===== src/hw/scmr_pkg.sv =====
package scmr_pkg;

  // Register offsets
  localparam logic [11:0] OFS_SPEED_COMMAND_CONTROL = 12'h0E8;
  localparam logic [11:0] OFS_COMMANDED_DUTY_LEVEL = 12'h40C;
  localparam logic [11:0] OFS_APPLIED_DUTY_LEVEL = 12'h4F6;
  localparam logic [11:0] OFS_TARGET_DUTY_LEVEL = 12'h506;
  localparam logic [11:0] OFS_ROTOR_RATE_PER_UNIT = 12'h5B2;
  localparam logic [11:0] OFS_SUPPLY_POWER_PER_UNIT = 12'h6F4;

  localparam int ADDR_W = 12;
  localparam int DATA_W = 32;

  // Control word layout
  localparam int RATE_FIELD_LSB = 16;
  localparam int RATE_FIELD_MSB = 30;
  localparam int RATE_FIELD_W = RATE_FIELD_MSB - RATE_FIELD_LSB + 1;
  localparam int SOURCE_SEL_BIT = 15;

  localparam logic [31:0] CONTROL_RESET = 32'h0000_0000;
  localparam logic [31:0] MONITOR_RESET = 32'h0000_0000;
  localparam logic [31:0] READ_ZERO = 32'h0000_0000;

  // Per-unit full scale is two to the thirtieth
  localparam int PU_ONE_BIT = 30;
  localparam logic [14:0] RATE_FULL_SCALE = 15'h7FFF;

  // Monitor routed to the analog output
  typedef enum logic [2:0] {
    SCMR_DAC_COMMANDED = 3'h0,
    SCMR_DAC_APPLIED = 3'h1,
    SCMR_DAC_TARGET = 3'h2,
    SCMR_DAC_ROTOR = 3'h3,
    SCMR_DAC_POWER = 3'h4
  } scmr_dac_src_t;

endpackage


===== src/hw/scmr_dac_scale.sv =====
// Maps a per-unit monitor word onto the analog output code so that
// per-unit one (full-scale voltage) gives the all-ones code.
module scmr_dac_scale #(
  parameter int DAC_WIDTH = 12
) (
  input wire logic [31:0] pu_word,
  output logic [DAC_WIDTH-1:0] dac_code
);

  localparam int TOP = scmr_pkg::PU_ONE_BIT;

  always_comb
  begin
    if (pu_word[31])
    begin
      // Negative per-unit values clip at zero volts
      dac_code = '0;
    end
    else if (pu_word[TOP])
    begin
      // At or above full scale clip at full-scale voltage
      dac_code = '1;
    end
    else
    begin
      dac_code = pu_word[TOP-1 -: DAC_WIDTH];
    end
  end

endmodule


===== src/hw/scmr_regs.sv =====
// Overview of operation
// - Control bits 30..16: writable speed command, value/32767*100 percent.
// - Control bit 15 picks speed source: 0 input pin, 1 register command.
// - Read-only commanded duty word, percent is word/2^30*100.
// - Read-only applied duty word, same scaling, duty being driven now.
// - Read-only target duty word, same scaling, duty firmware aims for.
// - Read-only rotor speed word; hertz is word/2^30 times max speed/16.
// - Analog output full scale (3 V) equals per-unit one.
// - Read-only supply power word in per-unit; full scale is max power/4.
// - Power watts is word/2^30 times max power/4.
module scmr_regs #(
  parameter int DAC_WIDTH = 12
) (
  input wire logic ref_clk,
  input wire logic nrst,
  // Register port from the serial register front end
  input wire logic reg_wr_en,
  input wire logic reg_rd_en,
  input wire logic [scmr_pkg::ADDR_W-1:0] reg_addr,
  input wire logic [scmr_pkg::DATA_W-1:0] reg_wdata,
  output logic [scmr_pkg::DATA_W-1:0] reg_rdata,
  output logic reg_rd_valid,
  // Speed request from the analog, frequency or PWM decoder
  input wire logic [14:0] pin_rate_request,
  input wire logic control_update,
  // Monitor values from the control algorithm
  input wire logic [31:0] commanded_duty_in,
  input wire logic [31:0] applied_duty_in,
  input wire logic [31:0] target_duty_in,
  input wire logic [31:0] rotor_rate_in,
  input wire logic [31:0] supply_power_in,
  // Analog output routing
  input wire logic [2:0] dac_source_sel,
  // Results to the control algorithm and analog output
  output logic [14:0] rate_request,
  output logic rate_from_register,
  output logic [DAC_WIDTH-1:0] dac_code
);

  if (DAC_WIDTH < 1 || DAC_WIDTH > scmr_pkg::PU_ONE_BIT)
  begin : g_bad_width
    $error("DAC_WIDTH must lie between 1 and 30");
  end

  //////////////////////////////////////////////////////////////////////////
  // Control word

  logic [scmr_pkg::RATE_FIELD_W-1:0] digital_rate_request_field;
  logic [scmr_pkg::RATE_FIELD_W-1:0] next_digital_rate_request_field;
  logic speed_source_override;
  logic next_speed_source_override;

  always_comb
  begin
    next_digital_rate_request_field = digital_rate_request_field;
    next_speed_source_override = speed_source_override;
    // Only the listed control offset accepts a write
    if (reg_wr_en && reg_addr == scmr_pkg::OFS_SPEED_COMMAND_CONTROL)
    begin
      next_digital_rate_request_field =
        reg_wdata[scmr_pkg::RATE_FIELD_MSB:scmr_pkg::RATE_FIELD_LSB];
      next_speed_source_override =
        reg_wdata[scmr_pkg::SOURCE_SEL_BIT];
      // Bit 31 is accepted but not kept; it reads back as zero
    end
  end

  always_ff @(posedge ref_clk)
  begin
    if (!nrst)
    begin
      digital_rate_request_field <=
        scmr_pkg::CONTROL_RESET[scmr_pkg::RATE_FIELD_MSB:
                                scmr_pkg::RATE_FIELD_LSB];
      speed_source_override <=
        scmr_pkg::CONTROL_RESET[scmr_pkg::SOURCE_SEL_BIT];
    end
    else
    begin
      digital_rate_request_field <= next_digital_rate_request_field;
      speed_source_override <= next_speed_source_override;
    end
  end

  //////////////////////////////////////////////////////////////////////////
  // Applied speed request

  logic [14:0] next_rate_request;
  logic next_rate_from_register;

  always_comb
  begin
    next_rate_request = rate_request;
    next_rate_from_register = rate_from_register;
    // Source and command are sampled only at a control update
    if (control_update)
    begin
      next_rate_from_register = speed_source_override;
      if (speed_source_override)
      begin
        next_rate_request = digital_rate_request_field;
      end
      else
      begin
        next_rate_request = pin_rate_request;
      end
    end
  end

  always_ff @(posedge ref_clk)
  begin
    if (!nrst)
    begin
      rate_request <= '0;
      rate_from_register <= 1'b0;
    end
    else
    begin
      rate_request <= next_rate_request;
      rate_from_register <= next_rate_from_register;
    end
  end

  //////////////////////////////////////////////////////////////////////////
  // Monitor words, written only by the algorithm side

  logic [31:0] commanded_duty_level;
  logic [31:0] applied_duty_level;
  logic [31:0] target_duty_level;
  logic [31:0] rotor_rate_per_unit;
  logic [31:0] supply_power_per_unit;
  logic [31:0] next_commanded_duty_level;
  logic [31:0] next_applied_duty_level;
  logic [31:0] next_target_duty_level;
  logic [31:0] next_rotor_rate_per_unit;
  logic [31:0] next_supply_power_per_unit;

  always_comb
  begin
    // Host writes never reach these words
    next_commanded_duty_level = commanded_duty_in;
    next_applied_duty_level = applied_duty_in;
    next_target_duty_level = target_duty_in;
    next_rotor_rate_per_unit = rotor_rate_in;
    next_supply_power_per_unit = supply_power_in;
  end

  always_ff @(posedge ref_clk)
  begin
    if (!nrst)
    begin
      commanded_duty_level <= scmr_pkg::MONITOR_RESET;
      applied_duty_level <= scmr_pkg::MONITOR_RESET;
      target_duty_level <= scmr_pkg::MONITOR_RESET;
      rotor_rate_per_unit <= scmr_pkg::MONITOR_RESET;
      supply_power_per_unit <= scmr_pkg::MONITOR_RESET;
    end
    else
    begin
      commanded_duty_level <= next_commanded_duty_level;
      applied_duty_level <= next_applied_duty_level;
      target_duty_level <= next_target_duty_level;
      rotor_rate_per_unit <= next_rotor_rate_per_unit;
      supply_power_per_unit <= next_supply_power_per_unit;
    end
  end

  //////////////////////////////////////////////////////////////////////////
  // Register read

  logic [31:0] next_reg_rdata;
  logic next_reg_rd_valid;
  logic [31:0] control_readback;

  always_comb
  begin
    control_readback = scmr_pkg::READ_ZERO;
    control_readback[scmr_pkg::RATE_FIELD_MSB:scmr_pkg::RATE_FIELD_LSB] =
      digital_rate_request_field;
    control_readback[scmr_pkg::SOURCE_SEL_BIT] = speed_source_override;
    next_reg_rd_valid = reg_rd_en;
    next_reg_rdata = reg_rdata;
    if (reg_rd_en)
    begin
      if (reg_addr == scmr_pkg::OFS_SPEED_COMMAND_CONTROL)
      begin
        next_reg_rdata = control_readback;
      end
      else if (reg_addr == scmr_pkg::OFS_COMMANDED_DUTY_LEVEL)
      begin
        next_reg_rdata = commanded_duty_level;
      end
      else if (reg_addr == scmr_pkg::OFS_APPLIED_DUTY_LEVEL)
      begin
        next_reg_rdata = applied_duty_level;
      end
      else if (reg_addr == scmr_pkg::OFS_TARGET_DUTY_LEVEL)
      begin
        next_reg_rdata = target_duty_level;
      end
      else if (reg_addr == scmr_pkg::OFS_ROTOR_RATE_PER_UNIT)
      begin
        next_reg_rdata = rotor_rate_per_unit;
      end
      else if (reg_addr == scmr_pkg::OFS_SUPPLY_POWER_PER_UNIT)
      begin
        next_reg_rdata = supply_power_per_unit;
      end
      else
      begin
        next_reg_rdata = scmr_pkg::READ_ZERO;
      end
    end
  end

  always_ff @(posedge ref_clk)
  begin
    if (!nrst)
    begin
      reg_rdata <= scmr_pkg::READ_ZERO;
      reg_rd_valid <= 1'b0;
    end
    else
    begin
      reg_rdata <= next_reg_rdata;
      reg_rd_valid <= next_reg_rd_valid;
    end
  end

  //////////////////////////////////////////////////////////////////////////
  // Analog monitor output

  logic [31:0] dac_word;
  logic [DAC_WIDTH-1:0] scaled_code;
  logic [DAC_WIDTH-1:0] next_dac_code;

  always_comb
  begin
    case (scmr_pkg::scmr_dac_src_t'(dac_source_sel))
      scmr_pkg::SCMR_DAC_COMMANDED: dac_word = commanded_duty_level;
      scmr_pkg::SCMR_DAC_APPLIED: dac_word = applied_duty_level;
      scmr_pkg::SCMR_DAC_TARGET: dac_word = target_duty_level;
      scmr_pkg::SCMR_DAC_ROTOR: dac_word = rotor_rate_per_unit;
      scmr_pkg::SCMR_DAC_POWER: dac_word = supply_power_per_unit;
      default: dac_word = scmr_pkg::READ_ZERO;
    endcase
    next_dac_code = scaled_code;
  end

  scmr_dac_scale #(
    .DAC_WIDTH(DAC_WIDTH)
  ) u_dac_scale (
    .pu_word(dac_word),
    .dac_code(scaled_code)
  );

  always_ff @(posedge ref_clk)
  begin
    if (!nrst)
    begin
      dac_code <= '0;
    end
    else
    begin
      dac_code <= next_dac_code;
    end
  end

endmodule


===== config.mk =====
export PLATFORM = sky130hd
export DESIGN_NAME = scmr_regs
export DESIGN_NICKNAME = d
export VERILOG_FILES = /design/src/hw/scmr_pkg.sv /design/src/hw/scmr_dac_scale.sv /design/src/hw/scmr_regs.sv
export SDC_FILE = /design/constraint.sdc
export NUM_CORES = 1
export LEC_CHECK = 0
export BUFFER_PORTS_ARGS = -buffer_cell sky130_fd_sc_hd__buf_2
export CAP_MARGIN = 10
export CORE_ASPECT_RATIO = 0.6
export CORE_MARGIN = 1
export CORE_UTILIZATION = 40
export DETAILED_ROUTE_END_ITERATION = 16
export HOLD_SLACK_MARGIN = 0.06
export PLACE_DENSITY = 0.65
export REMOVE_ABC_BUFFERS = 1
export SLEW_MARGIN = 30
export SYNTH_ARGS = -nofsm -noshare
export SYNTH_HDL_FRONTEND = slang
export SYNTH_SLANG_ARGS = --single-unit

===== constraint.sdc =====
create_clock -name ref_clk -period 2.36 [get_ports ref_clk]
set_input_delay 0.472 -clock ref_clk [delete_from_list [all_inputs] [get_ports ref_clk]]
set_output_delay 0.472 -clock ref_clk [all_outputs]
set_load 0.05 [all_outputs]

==> key figures, run 1 <==
Final layout
  – Post-layout util: between 50% and 60%
  – Area Growth Syn to Fin: 29.7%
  – Final net count: between 1000 and 1500
  – Post-route cell area: around 12000 sq um
  – Fraction of layout cells with a size suffix above 1: roughly 29%

Clocking
  – Post-CTS sizing: 0
  – Hold buffer count at cts: 0
  – Post-CTS setup buffer count: 0
  – TritonCTS Buffers: 23
  – CTS root buf: clkbuf_16
  – H-tree levels: 1
  – TritonCTS clock tree: built
  – Clock-pin slew on the worst setup and hold paths: approximately 70 ps
  – Worst-Skew Late Latency: around 520 ps
  – Max clock buf depth: 3
  – Clock Sinks: between 200 and 250

Timing
  – Worst Skew: 17.4 ps
  – Final setup viols: 0
  – Minimum clock period: about 1900 ps
  – Worst-Margin Slew: approximately 570 ps
  – RSZ-0062 raised after global routing: no
  – Max-slew violations: 0
  – Final hold violation count: 0
  – Relative slew slack: between 60% and 70%
  – Part of the cycle the worst path needs: between 70% and 80%
  – Maximum clock frequency: between 500 and 600 MHz

Yosys
  – Sequential element share of the synthesized area: between 40% and 50%
  – Area share of the largest cell type after synthesis: 49.9%
  – Syn Area/Cell: 9.45 sq um
  – Number of synthesized flops with an enable pin: 0
  – Top FF cell, synth: dfxtp_1
  – Cell taking the most area after synthesis: dfxtp_1
  – Commonest cells post-synth: dfxtp_1 (237), and2_1 (165), nand2_1 (103)
  – Asr flop ratio synth: 0%
  – Synth area leaders: dfxtp_1 (50%), and2_1 (11%), mux2i_1 (4.2%)
  – Syn Inst Count: between 1000 and 1500
  – Yosys reg bits: roughly 240
  – Synth unique cells: 57
  – Syn. warnings: 0
  – Most common cell in the netlist: dfxtp_1
  – Cell area after synthesis: 9510 sq um

Floorplanning
  – CORE AREA: 23200 sq um
  – Die X: 201 microns
  – Die height: about 120 microns
  – Die ar.: between 20000 and 25000 sq um
  – Top Ports: between 200 and 300
  – Num rows: 43
  – Initial Utilization: between 40% and 50%

Place
  – Placer Congestion: around 0.86
  – Port Buffers: 271
  – Placed inst area: about 11000 sq um
  – DP HPWL: about 21000 microns

Routing
  – Via density per instance: roughly 5.2
  – Initial DRC Count: 605
  – Post-Route WL: a little over 30000 microns
  – Routed vias: 8364
  – # DRC: 0
  – Drt pass-1 iters: 5
  – Antenna Nets Post-Route: 0
  – DR WL/cell: around 19 microns

Setup path
  – R2R Setup Slk: between 900 and 1000 ps
  – CP Capture Type: flop
  – CP required: about 2800 ps
  – Crit Path Max Fanout: 16
  – Crit path kind: in2reg
  – Worst Path Arrival: about 2300 ps
  – R2r worst-path depth: 5
  – CP Launch Type: input pin

Pwr
  – Max rail drop VDD: between 0.4 and 0.5 mV
  – Pleak: between 0.005 and 0.006 uW
  – Pwr/cell area: 750 nW/um^2

Global route
  – Grt ovf: 0
  – First-pass GRT wire length: roughly 46000 microns
  – All-layer global routing usage: roughly 24%
  – Initial antenna violation count: 4
  – Vias in the first global route: approximately 8000
  – Largest net degree at the start of global routing: about 110

Run
  – Max_cap viols: 0

Run status
  – Outcome: complete, no violations

Hold path
  – Min-delay worst type: in2reg
  – Hold depth: 2
## cells in the final DEF (no fill, tap or decap), drive strengths merged, types with 15 or more instances in the layout
cell,instances
and3,31
a21boi,16
mux2i,40
clkbuf,33
a21oi,39
o211a,31
and2,165
nand2,104
o21ai,78
a31oi,15
buf,326
nor2,33
dfxtp,237
## final timing paths
check,startpoint,end
worst max-delay path,reg_addr[1],reg_rdata[10]$_SDFFE_PN0P_
worst max register to register,rotor_rate_per_unit[31]$_SDFF_PN0_,dac_code[7]$_SDFF_PP0_
worst min-delay path,applied_duty_in[20],applied_duty_level[20]$_SDFF_PN0_
worst min register to register,applied_duty_level[15]$_SDFF_PN0_,reg_rdata[15]$_SDFFE_PN0P_
## sequential cells by signal, summed over array words and instances, names as in the netlist, 12 cells and up
name,cells
dac_code,12
reg_rdata,32
applied_duty_level,32
commanded_duty_level,32
digital_rate_request_field,15
target_duty_level,32
supply_power_per_unit,32
rotor_rate_per_unit,32
rate_request,15
## through the flow
step	hold WS (ps)	setup slack [ps]	total power [uW]	instances	TNS (ps)
after floorplan	424	-1470	4730	921	-44140
after global placement	436	-15.6	5170	1562	-28.3
after detailed placement	454	-31.1	5180	1562	-116
after CTS	133	511	9320	1603	0
after global routing	147	325	9570	1603	0
final	153	472	9250	1606	0
## kinds of logic after synthesis
| group | count (synthesis) | share of synthesized area (%) |
|---|---|---|
| AOI/OAI and AO/OA | 265 | 19.4 |
| buffers and inverters | 87 | 4.05 |
| DFF | 237 | 49.9 |
| muxes | 42 | 4.69 |
| and+or+nand+nor | 375 | 21.9 |
## per-layer routing
metal / vias to the layer above / part of all wire (%) / track usage (%)
met4: 2 / 1.6 / 5.63
met5: - / 0.043 / 0
li1: 4057 / - / -
met2: 371 / 40 / 34.0
met3: 51 / 9.2 / 6.10
met1: 3883 / 50 / 36.9
## power by group
part	leakage, uW	switching (uW)	total, uW	internal (uW)
Combinational	0.00331	479	833	355
Clock	0.000409	1570	4150	2580
Sequential	0.00196	78.7	4270	4190
## worst max-delay path, stage by stage
cell and delay, ps:
buf_2 110, or4b_4 590, or4_4 660, nand2_8 220
o21ai_0 120, o211a_1 120
## final cells by class
class	instances	area [sq um]
flip-flops and latches	237	4740
diodes	3	7.51
repair buffers	326	1930
clock buffers	33	653
well taps	315	394
clock inverters	8	196
multi-input cells	682	4410
fillers	2163	10900
inverters	2	7.51
Power figures use the tool's default switching activity.
==> run 2: changes to the inputs <==
clock period = 1.7 ns   (was 2.36 ns; I/O delays follow)
==> run 2 against run 1 <==
Net effect:
- the flow now finishes with violations (setup timing)
- setup slack got worse by 490 ps
- sequential share of layout area decreased by 4.9 points
- die area unchanged
- register-to-register slack got worse by 580 ps
- highest routed layer unchanged
==> key figures, run 2 (synthesis results as in run 1) <==
Timing
  – Maximum clock frequency: 583 MHz
  – Final setup viols: 3 (was 0)
  – Minimum clock period: 1710 ps
  – RSZ-0062 raised after global routing: yes (was no)
  – Final hold violation count: 0 (unchanged)
  – Worst Skew: 10.4 ps (was 17.4 ps)
  – Part of the cycle the worst path needs: 101%
  – Max-slew violations: 0 (unchanged)
  – Hold slack final: 67.9 ps (was 153 ps)
  – Final Worst Setup Slack: -14.2 ps (was 472 ps)
  – Worst-Margin Slew: 563 ps (was 570 ps)
  – Relative slew slack: 62.5% (was 62.0%)

Setup path
  – CP Launch Type: input pin (unchanged)
  – Crit Path Max Fanout: 8 (was 16)
  – Critical path's slowest cell: or3b_4 (was or4_4)
  – Worst Path Arrival: 2170 ps (was 2300 ps)
  – Buf+Inv Stages, Crit Path: 4 (was 1)
  – Crit path launch: reg_addr[8] (was reg_addr[1])
  – R2R Setup Slk: 340 ps (was 920 ps)
  – Slowest Stage Delay on Critical Path: 400 ps (was 660 ps)
  – Crit path kind: in2reg (unchanged)
  – R2r worst-path depth: 5 (unchanged)
  – WP depth: 9 (was 6)
  – Crit-path cells: buf_2 -> buf_4 -> or3b_4 -> nor4b_4 -> buf_6 -> buf_12 -> nand2_1 -> a2111oi_0 -> or2_1 (was buf_2 -> or4b_4 -> or4_4 -> nand2_8 -> o21ai_0 -> o211a_1)
  – RR Startpoint: target_duty_level[31]$_SDFF_PN0_ (was rotor_rate_per_unit[31]$_SDFF_PN0_)
  – Crit path capture: reg_rdata[23]$_SDFFE_PN0P_ (was reg_rdata[10]$_SDFFE_PN0P_)
  – Top delay family on crit path: simple AND/OR/NAND/NOR gates (unchanged)
  – CP required: 2150 ps (was 2770 ps)
  – Reg-to-Reg End: dac_code[7]$_SDFF_PP0_ (unchanged)
  – CP Capture Type: flop (unchanged)

Routing
  – Routed vias: 9078 (was 8364)
  – # DRC: 0 (unchanged)
  – Initial DRC Count: 565 (was 605)
  – Antenna Nets Post-Route: 0 (unchanged)
  – DR WL/cell: 18.4 microns (was 18.8 microns)
  – Drt pass-1 iters: 5 (unchanged)
  – Via density per instance: 5.12 (was 5.21)
  – Post-Route WL: 32700 microns (was 30200 microns)

Run
  – Max_cap viols: 0 (unchanged)

Floorplanning
  – Top Ports: 288 (unchanged)
  – Die ar.: 24400 sq um (unchanged)
  – CORE AREA: 23200 sq um (unchanged)
  – Die height: 121 microns (unchanged)
  – Initial Utilization: 41.0% (unchanged)
  – Num rows: 43 (unchanged)
  – Die X: 201 microns (unchanged)

Pwr
  – Cell Int Power: 9470 uW (was 7120 uW)
  – Pwr/cell area: 880 nW/um^2 (was 750 nW/um^2)
  – Net Switching: 2980 uW (was 2120 uW)
  – Switching share of total power: 23.9% (was 23.0%)
  – Comb power frac: 11.9% (was 9.0%)
  – Max rail drop VDD: 0.535 mV (was 0.420 mV)
  – Pleak: 0.00647 uW (was 0.00568 uW)
  – Power share of the clock group: 40.4% (was 44.9%)
  – Sequential share of power: 47.7% (was 46.1%)

Place
  – Placed inst area: 11800 sq um (was 11500 sq um)
  – Dpl ws: -560 ps (was -31.1 ps)
  – Placer Congestion: 0.867 (was 0.859)
  – DP HPWL: 22100 microns (was 21200 microns)
  – Port Buffers: 271 (unchanged)

Clocking
  – TritonCTS clock tree: built (unchanged)
  – H-tree levels: 1 (unchanged)
  – TritonCTS Buffers: 23 (unchanged)
  – CTS root buf: clkbuf_16 (unchanged)
  – Worst-Skew Late Latency: 500 ps (was 520 ps)
  – Clock-pin slew on the worst setup and hold paths: 70 ps (about the same)
  – Clock Sinks: 237 (unchanged)
  – Max clock buf depth: 3 (unchanged)

Final layout
  – Post-layout util: 61.0% (was 53.2%)
  – Most common cell after layout, fill and taps aside: buf_2 (unchanged)
  – Area Growth Syn to Fin: 48.8% (was 29.7%)
  – Fraction of layout cells with a size suffix above 1: 29.1% (about the same)
  – Commonest cells after routing, fill and taps aside: buf_2 (270), dfxtp_1 (237), and2_1 (162), dlygate4sd3_1 (137), nand2_1 (103) (was buf_2 (270), dfxtp_1 (237), and2_1 (163), nand2_1 (103), o21ai_0 (77))
  – Fill count: 1974 (was 2163)
  – Post-route cell area: 14100 sq um (was 12300 sq um)
  – Final net count: 1666 (was 1499)

Run status
  – Outcome: finished, violations left (was complete, no violations)
  – Violations in the final reports: setup timing

Global route
  – All-layer global routing usage: 25.8% (was 24.4%)
  – Initial antenna violation count: 3 (was 4)
  – Largest net degree at the start of global routing: 76 (was 114)
  – Grt ovf: 0 (unchanged)
  – Vias in the first global route: 8876 (was 7876)
  – First-pass GRT wire length: 49200 microns (was 45600 microns)

Hold path
  – Min-delay worst type: in2reg (unchanged)
==> run 2: changes by cell type in the layout (fill, tap and decap cells not counted), moves of 5 or more <==
| cell | previous run | this run |
|---|---|---|
| a21oi_2 | 0 | 5 |
| a2111oi_0 | 6 | 1 |
| buf_12 | 12 | 25 |
| a21oi_1 | 39 | 34 |
| dlygate4sd3_1 | 0 | 137 |
| buf_4 | 43 | 54 |
| a2111oi_2 | 0 | 5 |
==> run 2: worst min path at each step <==
stage	startpoint	to	slack (ps)	cells after the start
5_1_grt	rotor_rate_in[29]	rotor_rate_per_unit[29]$_SDFF_PN0_	60	2
2_1_floorplan	applied_duty_level[15]$_SDFF_PN0_	reg_rdata[15]$_SDFFE_PN0P_	420	2
3_3_place_gp	applied_duty_level[15]$_SDFF_PN0_	reg_rdata[15]$_SDFFE_PN0P_	440	2
6_report	commanded_duty_in[25]	commanded_duty_level[25]$_SDFF_PN0_	70	2
4_1_cts	rotor_rate_in[25]	rotor_rate_per_unit[25]$_SDFF_PN0_	60	2
3_5_place_dp	applied_duty_level[16]$_SDFF_PN0_	reg_rdata[16]$_SDFFE_PN0P_	450	2
==> run 2: power by group through the flow <==
stage               Combinational, uW  Clock (uW)  Sequential (uW)
floorplan                         355           0             6210
global placement                 1180           0             6050
detailed placement               1190           0             6050
CTS                              1450        5100             5930
global route                     1590        5360             5960
finish                           1480        5020             5940
==> run 2: routing by layer <==
layer / GRT usage (%) / up-vias / wire [microns]
met3: 4.86 / 36 / 2400
met2: 39.5 / 359 / 14000
met4: 4.68 / 2 / 437
met5: 0 / - / 13
li1: - / 4393 / -
met1: 37.8 / 4288 / 15800
==> run 2: per-stage QoR <==
step           total power [uW]  instances  setup TNS (ps)
2_1_floorplan              6560        921          -69280
3_3_place_gp               7240       1588          -23050
3_5_place_dp               7250       1588          -23970
4_1_cts                   12500       1765               0
5_1_grt                   12900       1770            -422
6_report                  12400       1772           -34.5
==> run 2: what timing repair did <==
action	4_1_cts	5_1_grt
gates cloned	0	2
pin swaps	1	19
hold buffers	136	1
hold endpoints to repair	136	1
buffers inserted	0	3
setup endpoints to repair	11	41
resized for setup	2	31
==> run 2: final cells by class <==
type / count / area (sq um) / share of cell area, %
diodes: 2 / 5.00 / 0.0354
clock buffers: 33 / 633 / 4.48
well taps: 315 / 394 / 2.79
clock inverters: 8 / 96.3 / 0.681
flip-flops and latches: 237 / 4740 / 33.6
inverters: 2 / 7.51 / 0.0531
multi-input cells: 683 / 4550 / 32.2
repair buffers: 492 / 3710 / 26.2
